==> src/cprc_defs.svh <==
`ifndef CPRC_DEFS_SVH
`define CPRC_DEFS_SVH

// Register offsets in the peripheral control block.
`define CPRC_OFF_PDCFG    8'h46
`define CPRC_OFF_PSCTL    8'hF0
`define CPRC_OFF_PCLKGT   8'hFA
`define CPRC_OFF_STRAP    8'hF6
`define CPRC_OFF_PLL      8'hF8

// Power-save control fields.
`define CPRC_PS_EN        15
`define CPRC_PS_MCS       14
`define CPRC_PS_CBF       11
`define CPRC_PS_CBD       10
`define CPRC_PS_CAF       9
`define CPRC_PS_CAD       8
`define CPRC_PS_ALE       4
`define CPRC_PS_DIV_HI    2
`define CPRC_PS_MASK      16'hCF17

// Power-down configuration fields.
`define CPRC_PD_PWD       15
`define CPRC_PD_WIF       8
`define CPRC_PD_WAKE_HI   4
`define CPRC_PD_MASK      16'h801F

// Peripheral clock gate and PLL fields.
`define CPRC_GT_MASK      16'hF800
`define CPRC_GT_HI        15
`define CPRC_GT_LO        11
`define CPRC_PLL_MASK     16'h0F1F
`define CPRC_PLL_PRS_HI   11
`define CPRC_PLL_PRS_LO   10
`define CPRC_PLL_POS_HI   9
`define CPRC_PLL_POS_LO   8
`define CPRC_PLL_FBS_HI   4

// Reset values.
`define CPRC_RST_ZERO     16'h0000

// Stabilisation counter width after wake-up.
`define CPRC_STAB_BITS    19
`define CPRC_STAB_MAX     19'h7FFFF

// Divider counter width and the edge after release at which straps are taken.
`define CPRC_DIV_CNT_W    7
`define CPRC_CAP_LAST     2'h2

`endif

==> src/cprc_pkg.sv <==
package cprc_pkg;

  typedef enum logic [1:0]
  {
    CPRC_RUN  = 2'b00,
    CPRC_DOWN = 2'b01,
    CPRC_STAB = 2'b11
  } cprc_pwr_e;

  typedef struct packed
  {
    logic        wr;
    logic        rd;
    logic [7:0]  addr;
    logic [15:0] wdata;
  } cprc_req_s;

  typedef struct packed
  {
    logic o;
    logic oe;
  } cprc_pin_s;

endpackage

==> src/cprc_clk_div.sv <==
`timescale 1ns/1ps
`include "cprc_defs.svh"

// Enable-pulse divider; a new ratio is adopted only at a period boundary.
module cprc_clk_div
(
  input  wire logic       clk_i,
  input  wire logic       rst_n_i,
  input  wire logic       run_i,
  input  wire logic [2:0] sel_i,
  output logic            en_o
);

  logic [`CPRC_DIV_CNT_W-1:0] cnt_r;
  logic [2:0]                 sel_r;

  function automatic logic [`CPRC_DIV_CNT_W-1:0] last_of(input logic [2:0] s);
    last_of = `CPRC_DIV_CNT_W'((8'h01 << s) - 8'h01);
  endfunction

  always_ff @(posedge clk_i or negedge rst_n_i)
  begin
    if (!rst_n_i)
    begin
      cnt_r <= '0;
      sel_r <= 3'h0;
      en_o  <= 1'b0;
    end
    else if (!run_i)
    begin
      en_o <= 1'b0;
    end
    else if (cnt_r >= last_of(sel_r))
    begin
      // Ratio changes only here, so no short period is ever produced.
      cnt_r <= '0;
      sel_r <= sel_i;
      en_o  <= 1'b1;
    end
    else
    begin
      cnt_r <= cnt_r + 1'b1;
      en_o  <= 1'b0;
    end
  end

endmodule // cprc_clk_div

==> src/cprc_ctrl.sv <==
// Function
// - Power-save enable divides internal clock
// - Divisor codes select divide 1 to 128
// - External interrupt clears power-save enable
// - Frequency bit picks crystal or internal
// - Drive-disable bit three-states clock pin
// - Latch delay bit adds one T1
// - Midrange select zero covers whole range
// - Gate bits stop five peripheral clocks
// - Power-down bit stops crystal clock
// - Wake enables let interrupt lines wake
// - Count 19-bit stabilisation before release
// - Wake flag set on interrupt wake-up
// - After wake, restore or full speed
// - PLL output equals ref times N/(M*R)
// - Pre-divider M equals code plus one
// - Post-divider R is 1,2,4,8
// - Feedback N equals code plus one
// - PLL factor one after reset
// - Latch bus pins at reset release
// - Halving strap low divides input by two
// - Either memory-select strap low floats all pins
`timescale 1ns/1ps
`include "cprc_defs.svh"

module cprc_ctrl
(
  input  wire logic                  clk_i,
  input  wire logic                  rst_n_i,
  input  wire cprc_pkg::cprc_req_s   req_i,
  output logic [15:0]                rdata_o,
  input  wire logic [15:0]           strap_bus_i,
  input  wire logic                  halve_input_clock_strap_i,
  input  wire logic                  upper_memory_select_strap_i,
  input  wire logic                  low_memory_select_strap_i,
  input  wire logic [4:0]            ext_irq_i,
  input  wire logic                  irq_enable_i,
  input  wire logic                  irq_serviced_i,
  output logic                       core_clk_en_o,
  output cprc_pkg::cprc_pin_s        clock_output_a_o,
  output cprc_pkg::cprc_pin_s        clock_output_b_o,
  output logic [4:0]                 periph_clk_stop_o,
  output logic                       address_latch_delay_o,
  output logic                       midrange_sel0_whole_range_o,
  output logic                       crystal_stop_o,
  output logic                       pin_float_test_mode_o,
  output logic [1:0]                 pll_pre_divider_o,
  output logic [1:0]                 pll_post_divider_o,
  output logic [4:0]                 pll_feedback_divider_o
);

  // ---------------------------------------------------------------------
  // Input synchronisers
  // ---------------------------------------------------------------------
  logic [4:0]  irq_s1_r;
  logic [4:0]  irq_s2_r;
  logic [2:0]  strap_s1_r;
  logic [2:0]  strap_s2_r;
  logic [15:0] bus_s1_r;
  logic [15:0] bus_s2_r;

  always_ff @(posedge clk_i or negedge rst_n_i)
  begin
    if (!rst_n_i)
    begin
      irq_s1_r   <= 5'h00;
      irq_s2_r   <= 5'h00;
      strap_s1_r <= 3'h7;
      strap_s2_r <= 3'h7;
      bus_s1_r   <= `CPRC_RST_ZERO;
      bus_s2_r   <= `CPRC_RST_ZERO;
    end
    else
    begin
      irq_s1_r   <= ext_irq_i;
      irq_s2_r   <= irq_s1_r;
      strap_s1_r <= {halve_input_clock_strap_i, upper_memory_select_strap_i,
                     low_memory_select_strap_i};
      strap_s2_r <= strap_s1_r;
      bus_s1_r   <= strap_bus_i;
      bus_s2_r   <= bus_s1_r;
    end
  end

  // ---------------------------------------------------------------------
  // Strap capture at reset release
  // ---------------------------------------------------------------------
  // The straps are taken on the third edge after release, pin_float_test_mode the
  // synchronisers hold real pin values; they then stay until next reset.
  logic [1:0]  cap_cnt_r;
  logic        captured_r;
  logic [15:0] reset_strap_bits_r;
  logic        halve_r;

  always_ff @(posedge clk_i or negedge rst_n_i)
  begin
    if (!rst_n_i)
    begin
      cap_cnt_r             <= 2'h0;
      captured_r            <= 1'b0;
      reset_strap_bits_r    <= `CPRC_RST_ZERO;
      halve_r               <= 1'b0;
      pin_float_test_mode_o <= 1'b0;
    end
    else if (!captured_r)
    begin
      cap_cnt_r <= cap_cnt_r + 2'h1;
      if (cap_cnt_r == `CPRC_CAP_LAST)
      begin
        captured_r            <= 1'b1;
        reset_strap_bits_r    <= bus_s2_r;
        halve_r               <= ~strap_s2_r[2];
        pin_float_test_mode_o <= ~strap_s2_r[1] | ~strap_s2_r[0];
      end
    end
  end

  // ---------------------------------------------------------------------
  // Registers
  // ---------------------------------------------------------------------
  logic [15:0] psctl_r;
  logic [15:0] pdcfg_r;
  logic [15:0] gate_r;
  logic [15:0] pll_r;
  logic        wif_r;
  logic        wr_ps;
  logic        wr_pd;
  logic        ext_irq_evt;
  logic        wake_done;
  logic [2:0]  saved_div_r;
  logic        saved_ps_r;

  assign wr_ps       = req_i.wr && (req_i.addr == `CPRC_OFF_PSCTL);
  assign wr_pd       = req_i.wr && (req_i.addr == `CPRC_OFF_PDCFG);
  assign ext_irq_evt = |irq_s2_r;

  always_ff @(posedge clk_i or negedge rst_n_i)
  begin
    if (!rst_n_i)
    begin
      psctl_r <= `CPRC_RST_ZERO;
    end
    else if (ext_irq_evt)
    begin
      // Hardware clear wins over a simultaneous software set.
      psctl_r[`CPRC_PS_EN] <= 1'b0;
      if (wr_ps)
      begin
        psctl_r[`CPRC_PS_EN-1:0] <= `CPRC_PS_EN'(req_i.wdata & `CPRC_PS_MASK);
      end
    end
    else if (wake_done && !irq_enable_i)
    begin
      psctl_r[`CPRC_PS_EN] <= saved_ps_r;
      psctl_r[`CPRC_PS_DIV_HI:0] <= saved_div_r;
    end
    else if (wr_ps)
    begin
      psctl_r <= req_i.wdata & `CPRC_PS_MASK;
    end
  end

  always_ff @(posedge clk_i or negedge rst_n_i)
  begin
    if (!rst_n_i)
    begin
      gate_r <= `CPRC_RST_ZERO;
      pll_r  <= `CPRC_RST_ZERO;
    end
    else if (req_i.wr)
    begin
      if (req_i.addr == `CPRC_OFF_PCLKGT)
      begin
        gate_r <= req_i.wdata & `CPRC_GT_MASK;
      end
      else if (req_i.addr == `CPRC_OFF_PLL)
      begin
        pll_r <= req_i.wdata & `CPRC_PLL_MASK;
      end
    end
  end

  // ---------------------------------------------------------------------
  // Power-down state machine
  // ---------------------------------------------------------------------
  cprc_pkg::cprc_pwr_e     state_r;
  logic [`CPRC_STAB_BITS-1:0] stab_r;
  logic                    wake_hit;

  assign wake_hit  = |(irq_s2_r & pdcfg_r[`CPRC_PD_WAKE_HI:0]);
  assign wake_done = (state_r == cprc_pkg::CPRC_STAB) && (stab_r == `CPRC_STAB_MAX);

  always_ff @(posedge clk_i or negedge rst_n_i)
  begin
    if (!rst_n_i)
    begin
      state_r     <= cprc_pkg::CPRC_RUN;
      stab_r      <= '0;
      pdcfg_r     <= `CPRC_RST_ZERO;
      wif_r       <= 1'b0;
      saved_div_r <= 3'h0;
      saved_ps_r  <= 1'b0;
    end
    else
    begin
      case (state_r)
        cprc_pkg::CPRC_RUN:
        begin
          if (wr_pd)
          begin
            pdcfg_r <= req_i.wdata & `CPRC_PD_MASK;
            wif_r   <= 1'b0;
            if (req_i.wdata[`CPRC_PD_PWD])
            begin
              saved_div_r <= psctl_r[`CPRC_PS_DIV_HI:0];
              saved_ps_r  <= psctl_r[`CPRC_PS_EN];
              state_r     <= cprc_pkg::CPRC_DOWN;
            end
          end
          if (irq_serviced_i)
          begin
            wif_r <= 1'b0;
          end
        end
        cprc_pkg::CPRC_DOWN:
        begin
          if (wake_hit)
          begin
            stab_r  <= '0;
            wif_r   <= 1'b1;
            state_r <= cprc_pkg::CPRC_STAB;
          end
        end
        cprc_pkg::CPRC_STAB:
        begin
          stab_r <= stab_r + 1'b1;
          if (wake_done)
          begin
            pdcfg_r[`CPRC_PD_PWD] <= 1'b0;
            state_r               <= cprc_pkg::CPRC_RUN;
          end
        end
        default:
        begin
          state_r <= cprc_pkg::CPRC_RUN;
        end
      endcase
    end
  end

  // ---------------------------------------------------------------------
  // Clock enables and outputs
  // ---------------------------------------------------------------------
  logic       run;
  logic       div_en;
  logic       halve_ph_r;
  logic [2:0] div_sel;

  assign run     = (state_r == cprc_pkg::CPRC_RUN);
  assign div_sel = psctl_r[`CPRC_PS_EN] ? psctl_r[`CPRC_PS_DIV_HI:0] : 3'h0;

  cprc_clk_div cprc_clk_div_inst
  (
    .clk_i   (clk_i),
    .rst_n_i (rst_n_i),
    .run_i   (run && (!halve_r || halve_ph_r)),
    .sel_i   (div_sel),
    .en_o    (div_en)
  );

  always_ff @(posedge clk_i or negedge rst_n_i)
  begin
    if (!rst_n_i)
    begin
      halve_ph_r                  <= 1'b0;
      core_clk_en_o               <= 1'b0;
      clock_output_a_o            <= '0;
      clock_output_b_o            <= '0;
      periph_clk_stop_o           <= 5'h00;
      address_latch_delay_o       <= 1'b0;
      midrange_sel0_whole_range_o <= 1'b0;
      crystal_stop_o              <= 1'b0;
      pll_pre_divider_o           <= 2'h0;
      pll_post_divider_o          <= 2'h0;
      pll_feedback_divider_o      <= 5'h00;
    end
    else
    begin
      halve_ph_r     <= ~halve_ph_r;
      // Enable pulses, never partial clocks, keep edges whole.
      core_clk_en_o  <= div_en;
      crystal_stop_o <= (state_r == cprc_pkg::CPRC_DOWN);
      clock_output_a_o.o  <= psctl_r[`CPRC_PS_CAF] ? run : div_en;
      clock_output_a_o.oe <= ~psctl_r[`CPRC_PS_CAD] & ~pin_float_test_mode_o;
      clock_output_b_o.o  <= psctl_r[`CPRC_PS_CBF] ? run : div_en;
      clock_output_b_o.oe <= ~psctl_r[`CPRC_PS_CBD] & ~pin_float_test_mode_o;
      periph_clk_stop_o           <= gate_r[`CPRC_GT_HI:`CPRC_GT_LO];
      address_latch_delay_o       <= psctl_r[`CPRC_PS_ALE];
      midrange_sel0_whole_range_o <= psctl_r[`CPRC_PS_MCS];
      // PLL settings are handed to the analog block only while clocks run.
      if (div_en)
      begin
        pll_pre_divider_o      <= pll_r[`CPRC_PLL_PRS_HI:`CPRC_PLL_PRS_LO];
        pll_post_divider_o     <= pll_r[`CPRC_PLL_POS_HI:`CPRC_PLL_POS_LO];
        pll_feedback_divider_o <= pll_r[`CPRC_PLL_FBS_HI:0];
      end
    end
  end

  // ---------------------------------------------------------------------
  // Read data
  // ---------------------------------------------------------------------
  always_ff @(posedge clk_i or negedge rst_n_i)
  begin
    if (!rst_n_i)
    begin
      rdata_o <= `CPRC_RST_ZERO;
    end
    else if (!req_i.rd)
    begin
      rdata_o <= `CPRC_RST_ZERO;
    end
    else if (req_i.addr == `CPRC_OFF_PSCTL)
    begin
      rdata_o <= psctl_r;
    end
    else if (req_i.addr == `CPRC_OFF_PDCFG)
    begin
      rdata_o <= pdcfg_r | {7'h00, wif_r, 8'h00};
    end
    else if (req_i.addr == `CPRC_OFF_PCLKGT)
    begin
      rdata_o <= gate_r;
    end
    else if (req_i.addr == `CPRC_OFF_STRAP)
    begin
      rdata_o <= reset_strap_bits_r;
    end
    else if (req_i.addr == `CPRC_OFF_PLL)
    begin
      rdata_o <= pll_r;
    end
    else
    begin
      rdata_o <= `CPRC_RST_ZERO;
    end
  end
endmodule // cprc_ctrl

==> config.mk <==
export PLATFORM = sky130hd
export DESIGN_NAME = cprc_ctrl
export DESIGN_NICKNAME = d
export VERILOG_FILES = /design/src/cprc_pkg.sv /design/src/cprc_clk_div.sv /design/src/cprc_ctrl.sv
export VERILOG_INCLUDE_DIRS = /design/src
export SDC_FILE = /design/constraint.sdc
export NUM_CORES = 1
export LEC_CHECK = 0
export ABC_CLOCK_PERIOD_IN_PS = 2400
export BUFFER_PORTS_ARGS = -buffer_cell sky130_fd_sc_hd__buf_2
export CORE_UTILIZATION = 35
export DETAILED_ROUTE_END_ITERATION = 8
export HOLD_SLACK_MARGIN = 0.12
export PLACE_DENSITY = 0.53
export SLEW_MARGIN = 30
export SYNTH_ARGS = -nofsm -noshare
export SYNTH_HDL_FRONTEND = slang
export SYNTH_HIERARCHICAL = 1
export SYNTH_SLANG_ARGS = --single-unit
==> constraint.sdc <==
create_clock -name clk_i -period 2.4 [get_ports clk_i]
set_clock_uncertainty 0.2 [all_clocks]
set_input_delay 0.12 -clock clk_i [delete_from_list [all_inputs] [get_ports clk_i]]
set_output_delay 0.12 -clock clk_i [all_outputs]
set_load 0.1 [all_outputs]
* Yosys cells after proc, flatten, opt, wreduce, memory -nomap -nowiden
Index checks and enable logic that the tools add are counted.
** Storage, ports and cells
- RAM bits :: 0
- Input bits :: 54
- Word-level logic and storage cells :: 138
- Register bits after elaboration :: 181
- Latch bits :: 0
- ROM bits :: 0
- Memories kept :: 0
- Output and inout port bits :: 39
** Cells by class
- $mul :: 0
- Shift-type cells :: 1
- Reductions and logical operators :: 28
- Divide/modulo/power cells :: 0
- Mux-type cells :: 34
- Bitwise operators :: 14
- Eq/ne operators :: 16
- Add/subtract/negate cells :: 4
- Order comparisons :: 1
** Operators with widths (number)
- 16-bit 2-to-1 mux :: 8
- 19-bit case mux with 2 select lines :: 1
- 8-bit == test (second input constant) :: 4
- 12-bit 2-to-1 mux :: 2
- 19-bit by 1-bit adder with 19-bit output (second input constant) :: 1
- 19-bit == test (second input constant) :: 1
- 19-bit 2-to-1 mux :: 1
- 16-bit by 9-bit OR with 16-bit output :: 1
- 15-bit 2-to-1 mux :: 1
- 3-bit AND reduction :: 5
- 2-bit != test (second input constant) :: 6
- 2-bit AND reduction :: 6
- 1-bit 2-to-1 mux :: 11
- 5-bit OR reduction :: 2
- 1-bit NOT :: 9
- 8-bit by 7-bit == test with 1-bit output (second input constant) :: 1
- 2-bit 2-to-1 mux :: 4
- 2-bit nonzero test :: 4
- 7-bit by 1-bit adder with 7-bit output (second input constant) :: 1
- 7-bit >= comparator :: 1
- 7-bit 2-to-1 mux :: 1
- 1-bit by 3-bit << shifter with 7-bit output (first input constant) :: 1
- 7-bit by 1-bit subtractor with 7-bit output (second input constant) :: 1
- 3-bit 2-to-1 mux :: 2
- other kinds (15) :: 23

* Longest topological paths before layout
- Depth after elaboration :: 7
- Mapped depth :: 8

* By module
Netlist, hierarchy kept.
** Modules (own cells, without submodules)
- cprc_ctrl :: cells each 432, times used 1, sequential area each 4111.4 µm², area each 6144.6 µm²
- cprc_clk_div :: cells each 74, times used 1, sequential area each 275.3 µm², area each 740.7 µm²

* Worst setup path before layout
OpenSTA, ideal clock, no wires.
- Kind :: register to register
- Start point :: reg cprc_clk_div_inst.sel_r[1]
- End point :: reg cprc_clk_div_inst.en_o
- Setup slack :: 0.134 ns
- Library setup time :: 0.119 ns
- Stages on the path, launching flop included :: 7
- Data arrival time :: 1.947 ns
- Required time :: 2.081 ns
- Path buffers :: 0
- Cells stage by stage :: dfrtp_1 -> or3_1 -> ha_1 -> nand2b_4 -> a2111oi_4 -> o31ai_4 -> and2_1
** On the way
- Longest elaborated chain between the ends :: 5
** RTL lines
- from (decl) :: RTL line cprc_clk_div.sv:15 : logic [2:0] sel_r;
- from (signal assigned) :: RTL line cprc_clk_div.sv:37 : sel_r <= sel_i;
- 1-bit by 3-bit << shifter with 7-bit output :: RTL line cprc_clk_div.sv:18 : last_of = `CPRC_DIV_CNT_W'((8'h01 << s) - 8'h01);
- 7-bit by 1-bit subtractor with 7-bit output :: RTL line cprc_clk_div.sv:18
- 7-bit >= comparator :: RTL line cprc_clk_div.sv:33 : else if (cnt_r >= last_of(sel_r))
- 1-bit 2-to-1 mux :: RTL line cprc_clk_div.sv:33
- 1-bit 2-to-1 mux :: RTL line cprc_clk_div.sv:29 : else if (!run_i)
- to (signal assigned) :: RTL line cprc_clk_div.sv:27 : en_o <= 1'b0;
- to (signal assigned) :: RTL line cprc_clk_div.sv:31 : en_o <= 1'b0;
- to (signal assigned) :: RTL line cprc_clk_div.sv:38 : en_o <= 1'b1;
- to (decl) :: RTL line cprc_clk_div.sv:11 : output logic en_o
No other way between the ends.
A chain may end at the register's enable or synchronous reset.

* Worst setup path after layout
Same ends and word-level chain as after synthesis.

==> results.json <==
{
  "cp.required_ns": 2.52,
  "die_w_um": 142,
  "setup_violations": 0,
  "criticalPathCategory": "flop to flop",
  "syn_to_final_growth_pct": 31.3,
  "post-route-util_pct": 47.5,
  "vias": 4691,
  "synth_top_family_by_area": "multiplexers",
  "startpoint": "cprc_clk_div_inst/sel_r[1]$_DFFE_PN0P_",
  "rr_startpoint": "cprc_clk_div_inst/sel_r[1]$_DFFE_PN0P_",
  "cts_tree": "built",
  "place.gp.congestion": 0.819,
  "dp_hpwl_um": 11000,
  "synth_xor_area_share_pct": 0.890,
  "dieArea_sq_mm": 0.0202,
  "layout_commonest_cell": "dfrtp_1",
  "maxSlewViolCount": 0,
  "timing.setup.tns_ns": 0,
  "vias_per_cell": 4.91,
  "drc": 0,
  "final_cell_mix": "169 x dfrtp_1, 88 x buf_2, 67 x dlygate4sd3_1, 49 x mux2_2, 27 x nand2_1",
  "synthSimpleGateAreaFrac_pct": 10.7,
  "synth_area_per_cell_sq_um": 13.6,
  "fp.coreArea_sq_mm": 0.0190,
  "grt_max_degree": 57,
  "min_period_ns": 2.25,
  "crit_chain": "or3_1 > ha_1 > nand2b_4 > a2111oi_4 > buf_4 > o31ai_4 > and2_1",
  "ctsLongestPathBuffers": 2,
  "syn_inst": 506,
  "timing.fmax_ghz": 0.445,
  "synthDistinctLibCells": 64,
  "critPathCapture": "cprc_clk_div_inst/en_o$_DFF_PN0_",
  "synth_compound_gate_area_share_pct": 10.0,
  "ios": 93,
  "grt_pass1_vias": 4973,
  "synth_flop_cell": "dfrtp_1",
  "cts_sinks": 175,
  "h-tree-depth": 4,
  "cts_root_buf": "clkbuf_16",
  "total_power_mw": 6.31,
  "yosys_warnings": 6,
  "worstSkewPairLatency_ns": 0.43,
  "cts_buffers": 17,
  "worstPathMaxFanout": 8,
  "post-route-period-util_pct": 93.7,
  "rsz0062_at_grt": "no",
  "totalWireLength_um": 15700,
  "grt_pass1_wl_um": 25800,
  "grt.total_usage_pct": 17.0,
  "power_density_mw_per_mm2": 698,
  "cpMaxStageDelayCell": "dfrtp_1",
  "synth_edf_count": 0,
  "start_util_pct": 36.2,
  "synth.area.mux_share_pct": 11.1,
  "synth-seq-cells": 175,
  "stdcell_count": 956,
  "die_y_um": 142,
  "routedWlPerCell_um": 16.4,
  "p_leak_nw": 4.25,
  "cap_viol_max_count": 0,
  "hold_viol": 0,
  "r2r-end": "cprc_clk_div_inst/en_o$_DFF_PN0_",
  "reg2reg_depth": 7,
  "placed_cell_area_sq_mm": 0.00774,
  "ant_nets": 0,
  "crit_path_start_kind": "flop",
  "placed_cells": 856,
  "grt-ovfl-total": 0,
  "max_stage_delay_ns": 0.38,
  "worstMarginPinSlew_ns": 0.659,
  "synthAdderAreaFrac_pct": 1.82,
  "antenna_found_initial": 0,
  "netlist_area_sq_mm": 0.00689,
  "crit_path_end_kind": "flop",
  "syn-num-nets": 570,
  "std_cell_rows": 50,
  "diodes": 0,
  "max-slew-margin-rel_pct": 55.8,
  "reg2reg_slack_ns": 0.15,
  "vdd_drop_max_v": 0.000489,
  "fin_area_sq_mm": 0.00904,
  "clkTransAtPathRegs_ns": 0.07,
  "outcome": "complete, no violations",
  "synthArstFlopShare_pct": 100,
  "critPathArrivalTime_ns": 2.37,
  "nets": 747,
  "hold_path.class": "primary input to flop",
  "seq_area_frac_synth_pct": 63.7,
  "firstDrtPassIters": 4,
  "drive_gt1_share_pct": 32.2,
  "drtIter0Drc": 244,
  "io_buffers": 89
}
## power breakdown
part / switching [mW] / internal (mW) / total [mW]
clock: 1.20 / 1.68 / 2.88
sequential: 0.0419 / 3.04 / 3.08
combinational: 0.195 / 0.158 / 0.353
total: 1.43 / 4.88 / 6.31
## registers in the layout, indices dropped and copies added (netlist names), 6 cells and up
signal / cells
bus_s1_r: 16
bus_s2_r: 16
cprc_clk_div_inst/cnt_r: 7
pdcfg_r: 6
pll_r: 9
psctl_r: 10
rdata_o: 16
reset_strap_bits_r: 16
stab_r: 19
## layout make-up
cell class,instances,area (sq um)
sequential,175,4390
tap,260,325
timing repair buffer,176,1300
clock inverter,14,180
clock buffer,18,439
inverter,8,30.0
multi-input combinational,305,2380
fill,1754,9980
## per-stage QoR
stage | setup WS (ns) | hold WS, ns
after floorplan | 0.134 | -0.376
after global placement | 0.0999 | -0.0799
after detailed placement | 0.0491 | -0.0666
after CTS | 0.0116 | 0.121
after global routing | 0.0455 | 0.125
final | 0.151 | 0.135
## layer usage
metal  GRT usage [%]  wire, um  vias to the layer above
li1                -         -                     2209
met5               0         0                        -
met1            21.7      7110                     2374
met4            7.47       382                        0
met2            27.5      7620                       84
met3            3.94       566                       24
## what timing repair did
item | 4_1_cts | 5_1_grt
buffers inserted | 0 | 1
hold buffers | 67 | 0
hold endpoints to repair | 249 | 0
resized for setup | 0 | 2
setup endpoints to repair | 0 | 11
## Yosys cell counts, types with 3 or more instances
cell type / n / area share, %
a21oi_1: 11 / 0.80
a22oi_1: 18 / 2.0
a31oi_1: 6 / 0.55
and2_1: 9 / 0.82
and3_1: 10 / 0.91
and4_1: 3 / 0.38
and4b_1: 3 / 0.44
buf_2: 8 / 0.58
clkbuf_1: 6 / 0.33
dfrtp_1: 169 / 61
dfstp_2: 6 / 2.3
ha_1: 10 / 1.8
inv_1: 8 / 0.44
mux2_1: 4 / 0.65
mux2_2: 49 / 8.0
mux2_4: 9 / 2.0
mux2i_1: 3 / 0.44
nand2_1: 27 / 1.5
nand3_1: 23 / 1.7
nand4_1: 12 / 1.1
nor2_1: 15 / 0.82
nor2b_1: 4 / 0.36
nor3_1: 4 / 0.29
o211ai_1: 4 / 0.44
o21ai_0: 21 / 1.5
o311ai_0: 5 / 0.64
o31ai_1: 8 / 0.87
or3_1: 3 / 0.27
xnor2_1: 3 / 0.38
xor2_1: 4 / 0.51
## how the worst min path moves through the flow
stage	to	cells past startpoint	startpoint	slack (ns)
4_1_cts	irq_s1_r[1]$_DFF_PN0_	2	ext_irq_i[1]	0.12
2_1_floorplan	address_latch_delay_o$_DFF_PN0_	0	rst_n_i	-0.38
3_3_place_gp	pin_float_test_mode_o$_DFFE_PN0P_	1	rst_n_i	-0.08
3_5_place_dp	pin_float_test_mode_o$_DFFE_PN0P_	1	rst_n_i	-0.07
6_report	bus_s1_r[9]$_DFF_PN0_	2	strap_bus_i[9]	0.14
5_1_grt	bus_s1_r[6]$_DFF_PN0_	2	strap_bus_i[6]	0.12
## critical path, delay by kind of cell (launching register included)
kind | cells | cell delay [ns]
flops | 1 | 0.38
compound gates | 2 | 0.38
fa+ha+maj | 1 | 0.27
buf+inv | 1 | 0.20
simple gates | 3 | 0.71
## cell families after synthesis
group | count (synthesis)
buffers and inverters | 26
flip-flops | 175
AO/OA/AOI/OAI | 95
AND/OR/NAND/NOR | 128
XOR/XNOR | 7
adder cells (fa/ha/maj) | 10
multiplexers | 65
Note: power is estimated with default switching activity, not from simulation.
